**src/rtl/dii_pkg.sv**
```systemverilog
// Package for the digital-input interrupt block: offsets, fields, resets, timing
package dii_pkg;
  // Register offsets, byte addresses on the board register port
  localparam logic [7:0] DII_OFS_STATUS     = 8'h81;
  localparam logic [7:0] DII_OFS_VECT_BASE  = 8'hA1;
  localparam logic [7:0] DII_OFS_VECT_LAST  = 8'hAF;
  localparam logic [7:0] DII_OFS_PENDING    = 8'hC1;
  localparam logic [7:0] DII_OFS_ENABLE     = 8'hC3;
  localparam logic [7:0] DII_OFS_LEVEL_SEL  = 8'hC5;
  localparam logic [7:0] DII_OFS_TRIG_TYPE  = 8'hC7;
  localparam logic [7:0] DII_OFS_PAT_MASK   = 8'hC9;
  localparam logic [7:0] DII_OFS_IN_LO      = 8'hCA;
  localparam logic [7:0] DII_OFS_IN_HI      = 8'hCB;
  localparam logic [7:0] DII_OFS_OUT_LO     = 8'hCC;
  localparam logic [7:0] DII_OFS_OUT_HI     = 8'hCD;

  // Board status register fields
  localparam int DII_BIT_RED      = 0;
  localparam int DII_BIT_GREEN    = 1;
  localparam int DII_BIT_PENDING  = 2;
  localparam int DII_BIT_GIE      = 3;
  localparam int DII_BIT_SWRST    = 4;

  // Reset values
  localparam logic [7:0]  DII_RST_BYTE   = 8'h00;
  localparam logic [15:0] DII_RST_OUTPUT = 16'h0000;

  // Sizes
  localparam int DII_IRQ_CH  = 8;
  localparam int DII_IN_CH   = 16;
  localparam int DII_PAT_CH  = 7;

  // Interrupt-logic recognition delay, in ns, and its cycle count at 250 MHz
  localparam int DII_CLK_NS       = 4;
  localparam int DII_RECOG_MIN_NS = 1000;
  localparam int DII_RECOG_CYC    = (DII_RECOG_MIN_NS + DII_CLK_NS - 1) / DII_CLK_NS;

  // Register port request carried as one bundle
  typedef struct packed {
    logic       rd;
    logic       wr;
    logic [7:0] addr;
    logic [7:0] wdata;
  } dii_req_t;

  // Interrupt acknowledge answer
  typedef enum logic [1:0] {
    DII_IRQ_IDLE,
    DII_IRQ_REQ,
    DII_IRQ_ACKED
  } dii_irq_state_t;
endpackage

```
**src/rtl/dii_core.sv**
```systemverilog
// Digital-input interrupt generator with input, output and status registers
//
// Behaviour
// - Level-select bit 0 low, 1 high arms
// - Level select ignored in transition mode, except in the pattern match
// - Level-select bits reset to zero
// - Trigger type: 0 level, 1 any transition
// - Trigger-type bits reset to zero
// - Disabled channels never become pending, except seven on a pattern match
// - Pattern-mask bit includes channel in pattern
// - Pattern fires when all included match, global enabled
// - Pattern match sets channel seven pending
// - Pattern-mask bits reset to zero
// - Input register reads current sixteen levels
// - Output register drives relays, reads back
// - Output bits reset to zero
// - Health bits drive green, red, system fail
// - Request held until pending cleared by one
// - Only inputs zero to seven interrupt
// - Per-channel vector returned on acknowledge
// - Channel seven served first, zero last
// - One pending flag per channel, no queue
// - Recognition delayed after debounced input
// - Pending is condition AND enable, or pattern on seven; write-one clears
// - Enable zero blocks channel, not a pattern match on seven; reset clears
// - Global enable gates bus request, resets zero
`timescale 1ns/1ns
module dii_core
  import dii_pkg::*;
#(
  parameter int RECOG_CYC = DII_RECOG_CYC
) (
  // Clock and reset
  input  wire logic              clock_i,
  input  wire logic              rst_b_i,
  // Register port
  input  wire dii_req_t          req_i,
  output logic [7:0]             rdata_o,
  output logic                   rvalid_o,
  // Interrupt acknowledge
  input  wire logic              iack_i,
  output logic                   irq_o,
  output logic [7:0]             vector_o,
  output logic                   vector_valid_o,
  // Field pins
  input  wire logic [15:0]       inputs_i,
  output logic [15:0]            solid_state_relay_switch_o,
  output logic                   green_led_o,
  output logic                   red_led_o,
  output logic                   sysfail_b_o
);

  localparam int CW = $clog2(RECOG_CYC + 1);

  logic [7:0]              level_sel_q;
  logic [7:0]              trig_type_q;
  logic [7:0]              pat_mask_q;
  logic [7:0]              enable_q;
  logic [7:0]              pending_q;
  logic [7:0]              pending_d;
  logic [15:0]             output_q;
  logic                    gie_q;
  logic                    green_q;
  logic                    red_q;
  logic [7:0]              vect_q [DII_IRQ_CH];
  logic [7:0]              lvl_q;
  logic [7:0]              prev_q;
  logic                    prev_ok_q;
  logic [CW-1:0]           dly_q [DII_IRQ_CH];
  logic [7:0]              recog;
  logic [7:0]              rdata_q;
  logic                    rvalid_q;
  logic [7:0]              vector_q;
  logic                    vector_valid_q;
  logic [2:0]              served_q;
  dii_irq_state_t          irq_st_q;

  // Decode
  wire          wr         = req_i.wr;
  wire          rd         = req_i.rd;
  wire [7:0]    a          = req_i.addr;
  wire [7:0]    wd         = req_i.wdata;
  wire          swrst      = wr && (a == DII_OFS_STATUS) && wd[DII_BIT_SWRST];
  wire          wr_status  = wr && (a == DII_OFS_STATUS);
  wire          wr_pend    = wr && (a == DII_OFS_PENDING);
  wire          wr_en      = wr && (a == DII_OFS_ENABLE);
  wire          wr_lvl     = wr && (a == DII_OFS_LEVEL_SEL);
  wire          wr_trig    = wr && (a == DII_OFS_TRIG_TYPE);
  wire          wr_pat     = wr && (a == DII_OFS_PAT_MASK);
  wire          wr_out_lo  = wr && (a == DII_OFS_OUT_LO);
  wire          wr_out_hi  = wr && (a == DII_OFS_OUT_HI);
  wire          in_vect    = (a >= DII_OFS_VECT_BASE) && (a <= DII_OFS_VECT_LAST) && a[0];
  wire [2:0]    vect_idx   = a[3:1];

  // Highest set bit of an eight-bit mask
  function automatic logic [2:0] top_bit(input logic [7:0] m);
    logic [2:0] r;
    r = 3'h0;
    for (int i = 0; i < 8; i++) begin
      if (m[i]) begin
        r = 3'(i);
      end
    end
    return r;
  endfunction

  // Delayed recognition of the debounced interrupt-capable inputs; the counter restarts
  // whenever the pin agrees with the recognised level, so a shorter glitch is dropped
  genvar g;
  generate
    for (g = 0; g < DII_IRQ_CH; g++) begin : g_recog
      always_ff @(posedge clock_i or negedge rst_b_i) begin
        if (!rst_b_i) begin
          dly_q[g] <= '0;
        end else if (inputs_i[g] == lvl_q[g]) begin
          dly_q[g] <= '0;
        end else begin
          dly_q[g] <= (dly_q[g] == CW'(RECOG_CYC - 1)) ? '0 : dly_q[g] + CW'(1);
        end
      end
      assign recog[g] = (inputs_i[g] != lvl_q[g]) && (dly_q[g] == CW'(RECOG_CYC - 1));
    end
  endgenerate

  // Recognised levels, seeded from the pins in the first cycle after reset so that
  // an input already high at reset is never taken for a transition later on
  always_ff @(posedge clock_i or negedge rst_b_i) begin
    if (!rst_b_i) begin
      lvl_q <= DII_RST_BYTE;
    end else if (!prev_ok_q) begin
      lvl_q <= inputs_i[7:0];
    end else begin
      lvl_q <= lvl_q ^ recog;
    end
  end

  // Previous levels load from the current pins in the first cycle after reset
  always_ff @(posedge clock_i or negedge rst_b_i) begin
    if (!rst_b_i) begin
      prev_q    <= DII_RST_BYTE;
      prev_ok_q <= 1'b0;
    end else if (!prev_ok_q) begin
      prev_q    <= inputs_i[7:0];
      prev_ok_q <= 1'b1;
    end else begin
      prev_q    <= lvl_q;
    end
  end

  // Channel conditions
  wire [7:0] level_hit = ~(lvl_q ^ level_sel_q);
  wire [7:0] edge_hit  = prev_ok_q ? (lvl_q ^ prev_q) : 8'h00;
  wire [7:0] cond      = (trig_type_q & edge_hit) | (~trig_type_q & level_hit);
  wire       pat_hit   = (pat_mask_q != 8'h00)
                         && ((level_hit & pat_mask_q) == pat_mask_q)
                         && gie_q;
  wire [7:0] set_bits  = (cond & enable_q)
                         | {pat_hit, 7'h00};
  wire [7:0] clr_bits  = wr_pend ? wd : 8'h00;

  // Set wins over a clear in the same cycle; single flag, no queue
  assign pending_d = (pending_q & ~clr_bits) | set_bits;

  always_ff @(posedge clock_i or negedge rst_b_i) begin
    if (!rst_b_i) begin
      level_sel_q <= DII_RST_BYTE;
      trig_type_q <= DII_RST_BYTE;
      pat_mask_q  <= DII_RST_BYTE;
      enable_q    <= DII_RST_BYTE;
      pending_q   <= DII_RST_BYTE;
      output_q    <= DII_RST_OUTPUT;
      gie_q       <= 1'b0;
      green_q     <= 1'b0;
      red_q       <= 1'b0;
    end else if (swrst) begin
      // Software reset clears configuration and pending state; vectors are kept
      level_sel_q <= DII_RST_BYTE;
      trig_type_q <= DII_RST_BYTE;
      pat_mask_q  <= DII_RST_BYTE;
      enable_q    <= DII_RST_BYTE;
      pending_q   <= DII_RST_BYTE;
      output_q    <= DII_RST_OUTPUT;
      gie_q       <= 1'b0;
      green_q     <= 1'b0;
      red_q       <= 1'b0;
    end else begin
      if (wr_lvl) begin
        level_sel_q <= wd;
      end
      if (wr_trig) begin
        trig_type_q <= wd;
      end
      if (wr_pat) begin
        pat_mask_q <= wd;
      end
      if (wr_en) begin
        enable_q <= wd;
      end
      if (wr_status) begin
        gie_q   <= wd[DII_BIT_GIE];
        green_q <= wd[DII_BIT_GREEN];
        red_q   <= wd[DII_BIT_RED];
      end
      if (wr_out_lo) begin
        output_q[7:0] <= wd;
      end
      if (wr_out_hi) begin
        output_q[15:8] <= wd;
      end
      pending_q <= pending_d;
    end
  end

  // Vector store, contents undefined until written; reset to zero here
  always_ff @(posedge clock_i or negedge rst_b_i) begin
    if (!rst_b_i) begin
      for (int i = 0; i < DII_IRQ_CH; i++) begin
        vect_q[i] <= DII_RST_BYTE;
      end
    end else if (wr && in_vect) begin
      vect_q[vect_idx] <= wd;
    end
  end

  // Read data
  wire [7:0] status_rd = {3'h0, 1'b0, gie_q, (pending_q != 8'h00), green_q, red_q};
  // Unmapped addresses read as zero
  logic [7:0] rd_mux;
  always_comb begin
    rd_mux = 8'h00;
    if (a == DII_OFS_STATUS) begin
      rd_mux = status_rd;
    end else if (in_vect) begin
      rd_mux = vect_q[vect_idx];
    end else if (a == DII_OFS_PENDING) begin
      rd_mux = pending_q;
    end else if (a == DII_OFS_ENABLE) begin
      rd_mux = enable_q;
    end else if (a == DII_OFS_LEVEL_SEL) begin
      rd_mux = level_sel_q;
    end else if (a == DII_OFS_TRIG_TYPE) begin
      rd_mux = trig_type_q;
    end else if (a == DII_OFS_PAT_MASK) begin
      rd_mux = pat_mask_q;
    end else if (a == DII_OFS_IN_LO) begin
      rd_mux = inputs_i[7:0];
    end else if (a == DII_OFS_IN_HI) begin
      rd_mux = inputs_i[15:8];
    end else if (a == DII_OFS_OUT_LO) begin
      rd_mux = output_q[7:0];
    end else if (a == DII_OFS_OUT_HI) begin
      rd_mux = output_q[15:8];
    end
  end

  always_ff @(posedge clock_i or negedge rst_b_i) begin
    if (!rst_b_i) begin
      rdata_q  <= DII_RST_BYTE;
      rvalid_q <= 1'b0;
    end else begin
      rdata_q  <= rd ? rd_mux : rdata_q;
      rvalid_q <= rd;
    end
  end

  // Interrupter: only channels 0-7 feed the request, highest first
  wire       any_pend = (pending_q != 8'h00);
  wire [2:0] top_ch   = top_bit(pending_q);
  // A request is offered only while something is pending and the global enable is on
  wire       req_ok   = any_pend && gie_q;
  // A persistent level condition keeps its pending bit set, so service of that
  // channel, and the request with it, lasts until the condition ends and the bit is cleared by a write of one, or the global enable goes off
  wire       srv_done = !pending_q[served_q] || !gie_q;

  always_ff @(posedge clock_i or negedge rst_b_i) begin
    if (!rst_b_i) begin
      irq_st_q       <= DII_IRQ_IDLE;
      vector_q       <= DII_RST_BYTE;
      vector_valid_q <= 1'b0;
      served_q       <= 3'h0;
    end else begin
      vector_valid_q <= 1'b0;
      case (irq_st_q)
        DII_IRQ_IDLE: begin
          if (req_ok) begin
            irq_st_q <= DII_IRQ_REQ;
          end
        end
        DII_IRQ_REQ: begin
          if (!req_ok) begin
            irq_st_q <= DII_IRQ_IDLE;
          end else if (iack_i) begin
            vector_q       <= vect_q[top_ch];
            vector_valid_q <= 1'b1;
            served_q       <= top_ch;
            irq_st_q       <= DII_IRQ_ACKED;
          end
        end
        DII_IRQ_ACKED: begin
          // Request stays up until the served channel is cleared or the global enable goes off
          if (srv_done) begin
            irq_st_q <= DII_IRQ_IDLE;
          end
        end
        default: begin
          irq_st_q <= DII_IRQ_IDLE;
        end
      endcase
    end
  end

  assign irq_o                      = (irq_st_q != DII_IRQ_IDLE);
  assign vector_o                   = vector_q;
  assign vector_valid_o             = vector_valid_q;
  assign rdata_o                    = rdata_q;
  assign rvalid_o                   = rvalid_q;
  assign solid_state_relay_switch_o = output_q;
  assign green_led_o                = green_q;
  assign red_led_o                  = ~red_q;
  assign sysfail_b_o                = red_q;

endmodule

```
**config.mk**
```make
export PLATFORM = sky130hd
export DESIGN_NAME = dii_core
export DESIGN_NICKNAME = d
export VERILOG_FILES = /design/src/rtl/dii_pkg.sv /design/src/rtl/dii_core.sv
export SDC_FILE = /design/constraint.sdc
export NUM_CORES = 1
export LEC_CHECK = 0
export CAP_MARGIN = 20
export CORE_MARGIN = 1
export CORE_UTILIZATION = 50
export DETAILED_ROUTE_END_ITERATION = 8
export DONT_BUFFER_PORTS = 1
export HOLD_SLACK_MARGIN = 0.08
export SKIP_LAST_GASP = 1
export SYNTH_ARGS = -nofsm -noshare
export SYNTH_HDL_FRONTEND = slang
export SYNTH_SLANG_ARGS = --single-unit
export TNS_END_PERCENT = 100
```
**constraint.sdc**
```tcl
create_clock -name clock_i -period 2.17 [get_ports clock_i]
set_input_delay 0.434 -clock clock_i [delete_from_list [all_inputs] [get_ports clock_i]]
set_output_delay 0.434 -clock clock_i [all_outputs]
set_load 0.01 [all_outputs]
```
==> metrics <==
Crit path arrival time=2370 ps; Sw Share=26.5%; Critical Path RT=2560 ps; Worst Hold Class=input port to asynchronous set/reset pin; Seq/Total Area, Yosys=a little under 50%; Clock Sinks=227; Max-Cap Viols=0; CP startpoint=pending_q[4]; Initial Util=about half; LEAKAGE=around 6.0 nW; initial antenna violation count=0; final setup violation count=0; unique cell type count in the Yosys netlist=68; global route total overflow=0; final slew viol count=0; critical path's largest stage delay=approximately 560 ps; violated checks=negative hold slack; Cells after Synth=1079; core area=0.0228 mm2; Antenna Violating Nets Remaining=0; Warnings, synthesis=0; peak supply drop=0.489 mV; Vias/cell=5.95; worst-path fanout max=8; Placed Instances=1367; clock share of power=41.0%; Num CTS Buffers=25; Post-Syn Area per Cell=10.9 um2; I/O pin count=75; setup_tns=0 ps; non-filler instance count after layout=1425; global-route usage over all layers=26.9%; layout filler cell count=1949; fmax=505 MHz; FF-to-FF setup slack=approximately 190 ps; final design utilization=a little under three fifths; Buffers on Ports=0; # hold bufs at CTS=15; clock slew at reported path FFs=60 ps; post-CTS sizing=0; DPL Wire Length=20.8 mm; clock tree buffer depth=3; Main synth FF type=dfrtp_1; slowest cell on the critical path=or4_4; H-tree levels=1; RSZ-0062 raised after global routing=false; Routed WL=around 31 mm; Post-synth EDFFs=0; Psw=2.76 mW; share of cells above drive strength 1=18.1%; Fin. Hold Viols=roughly 230; First DRT Iteration DRCs=908; DR DRC count=0; DRT Pass-1 Iters=5; height of the chip=~160 um; kind of critical path=register to register; status=finished with violations; CP bufs+invs=0; DIE AREA=between 0.02 and 0.025 mm2; P&R area growth vs syn=11.1%; vias in the first global route=8318; path depth of the worst reg2reg path=4; via count=8484; crit path capture type=register; Levels on crit path=4; clock skew=10.5 ps; Final nets=1149; clk_lat worst skew=530 ps; cell family with most CP delay=simple AND/OR/NAND/NOR gates; post-synthesis instance area=0.0117 mm2; Tcrit/Tclk final=a little over 90%; ordered list of cells on the worst path=or4_4 > o21ai_2 > or3_1 > o211ai_1; CP Launch Type=register; Rows=55; crit path capture=vector_o[3]; Final min period=1980 ps; Final WS setup=191 ps; Seq pwr share=46.6%; Post-CTS Setup Bufs=0; Root Buffer=clkbuf_16; register bit total from synthesis=227; pre-CTS setup slack=around 110 ps; combinational share of power=approximately 12%; Avg WL per Cell=22.1 um; FF-to-FF End=vector_o[3]; internal power=7.68 mW; syn_nets=approximately 1100; Post-synth ARST share=100%; Worst-Margin Slew=888 ps; worst hold slack=-396 ps; pin count of the biggest net entering global routing=roughly 230; CTS tree=yes; final RePlAce weighted congestion=0.930; RR Startpoint=pending_q[4]; Slew HR=between 40% and 50%; pwr dens=around 800 mW/mm2; n_diodes=0; first-pass GRT wire length=~49 mm; DIE WIDTH=around 160 um
synth_stat cells, types with 9 or more instances:
library cell,number,area share [%]
a21oi_1,34,1.5
mux4_2,19,3.7
a22oi_1,15,0.96
or3_1,9,0.48
mux2i_1,59,5.0
clkbuf_1,21,0.67
o21ai_0,24,1.0
nand3_1,37,1.6
buf_6,9,0.87
dfrtp_1,227,48
and3_1,11,0.59
xnor2_1,25,1.9
o211ai_1,10,0.64
ha_1,16,1.7
nand2_1,111,3.6
o22ai_1,19,1.0
mux2_2,77,7.4
buf_4,9,0.58
nor2_1,134,4.3
a211o_1,10,0.75
a221oi_1,11,0.82
buf_2,17,0.73
inv_1,21,0.67
xor2_1,47,3.5
worst min path at each step:
stage,from,end,slack [ps],cells past startpoint
3_3_place_gp,rst_b_i,vect_q[41],140,0
6_report,rst_b_i,vect_q[57],-400,0
5_1_grt,rst_b_i,vect_q[40],-410,0
2_1_floorplan,rst_b_i,asynchronous set/reset pin,140,0
4_1_cts,rst_b_i,rdata_o[3],-410,0
3_5_place_dp,rst_b_i,vector_o[0],150,0
cells by family (layout without fill, tap and decap cells):
family,count (synthesis),after routing,synth area share (%)
AO/OA/AOI/OAI,178,178,10.8
XOR/XNOR,72,72,5.38
adder cells (fa/ha/maj),16,16,1.71
buffers and inverters,78,111,3.55
flip-flops,227,227,48.5
multiplexers,155,155,16.1
other,1,1,0.0320
AND/OR/NAND/NOR,352,352,14.0
state kept, by name, indices dropped and copies added (netlist names), named ones only:
| register | flops |
|---|---|
| prev_q | 8 |
| dly_q | 64 |
| green_led_o | 1 |
| trig_type_q | 8 |
| gie_q | 1 |
| enable_q | 8 |
| pending_q | 8 |
| level_sel_q | 8 |
| vector_valid_o | 1 |
| vect_q | 64 |
| rdata_o | 8 |
| solid_state_relay_switch_o | 16 |
| vector_o | 8 |
| rvalid_o | 1 |
| prev_ok_q | 1 |
| pat_mask_q | 8 |
| sysfail_b_o | 1 |
| served_q | 3 |
| irq_st_q | 2 |
power groups by stage:
stage               sequential [mW]  combinational, mW  clock (mW)
floorplan                      4.82              0.994           0
global placement               4.92               1.20           0
detailed placement             4.93               1.21           0
CTS                            4.86               1.29        4.36
global route                   4.90               1.41        4.54
finish                         4.86               1.29        4.28
per-layer routing:
metal  up-vias  track usage [%]  share of wire (%)
li1       3874                -                  -
met1      4222             40.0                 46
met2       325             40.1                 43
met3        63             5.63                8.3
met4         0             6.79                2.8
met5         -                0                  0
area by class of cell:
class | count | area, um2 | share of cell area, %
well taps | 313 | 392 | 3.01
inverters | 22 | 82.6 | 0.634
clock inverters | 11 | 113 | 0.865
repair buffers | 46 | 420 | 3.23
multi-input cells | 774 | 5620 | 43.2
flip-flops and latches | 227 | 5680 | 43.6
clock buffers | 32 | 712 | 5.47
per-stage QoR:
| stage | cell area (um2) | total power [mW] |
|---|---|---|
| 3_5_place_dp | 12000 | 6.14 |
| 2_1_floorplan | 11700 | 5.81 |
| 3_3_place_gp | 12000 | 6.12 |
| 6_report | 13000 | 10.4 |
| 5_1_grt | 13000 | 10.9 |
| 4_1_cts | 13000 | 10.5 |
worst reg2reg max path: stages, from the launching register on:
cell and delay, ps:
dfrtp_1 450, or4_4 560, o21ai_2 220, or3_1 440, o211ai_1 170
cells in the final DEF, fill, tap and decap left out, drive strengths merged, types with 9 or more instances in the layout:
master,instances
xor2,47
o22ai,19
or3,9
dlygate4sd3,15
xnor2,25
mux2i,59
a21oi,35
o21ai,26
a221oi,11
clkbuf,32
a211o,10
inv,23
nand2,113
and3,11
a22oi,15
mux4,19
nand3,41
o211ai,13
nor2,143
ha,16
dfrtp,227
mux2,77
buf,31
No activity file was read; power rests on OpenSTA's default activity.
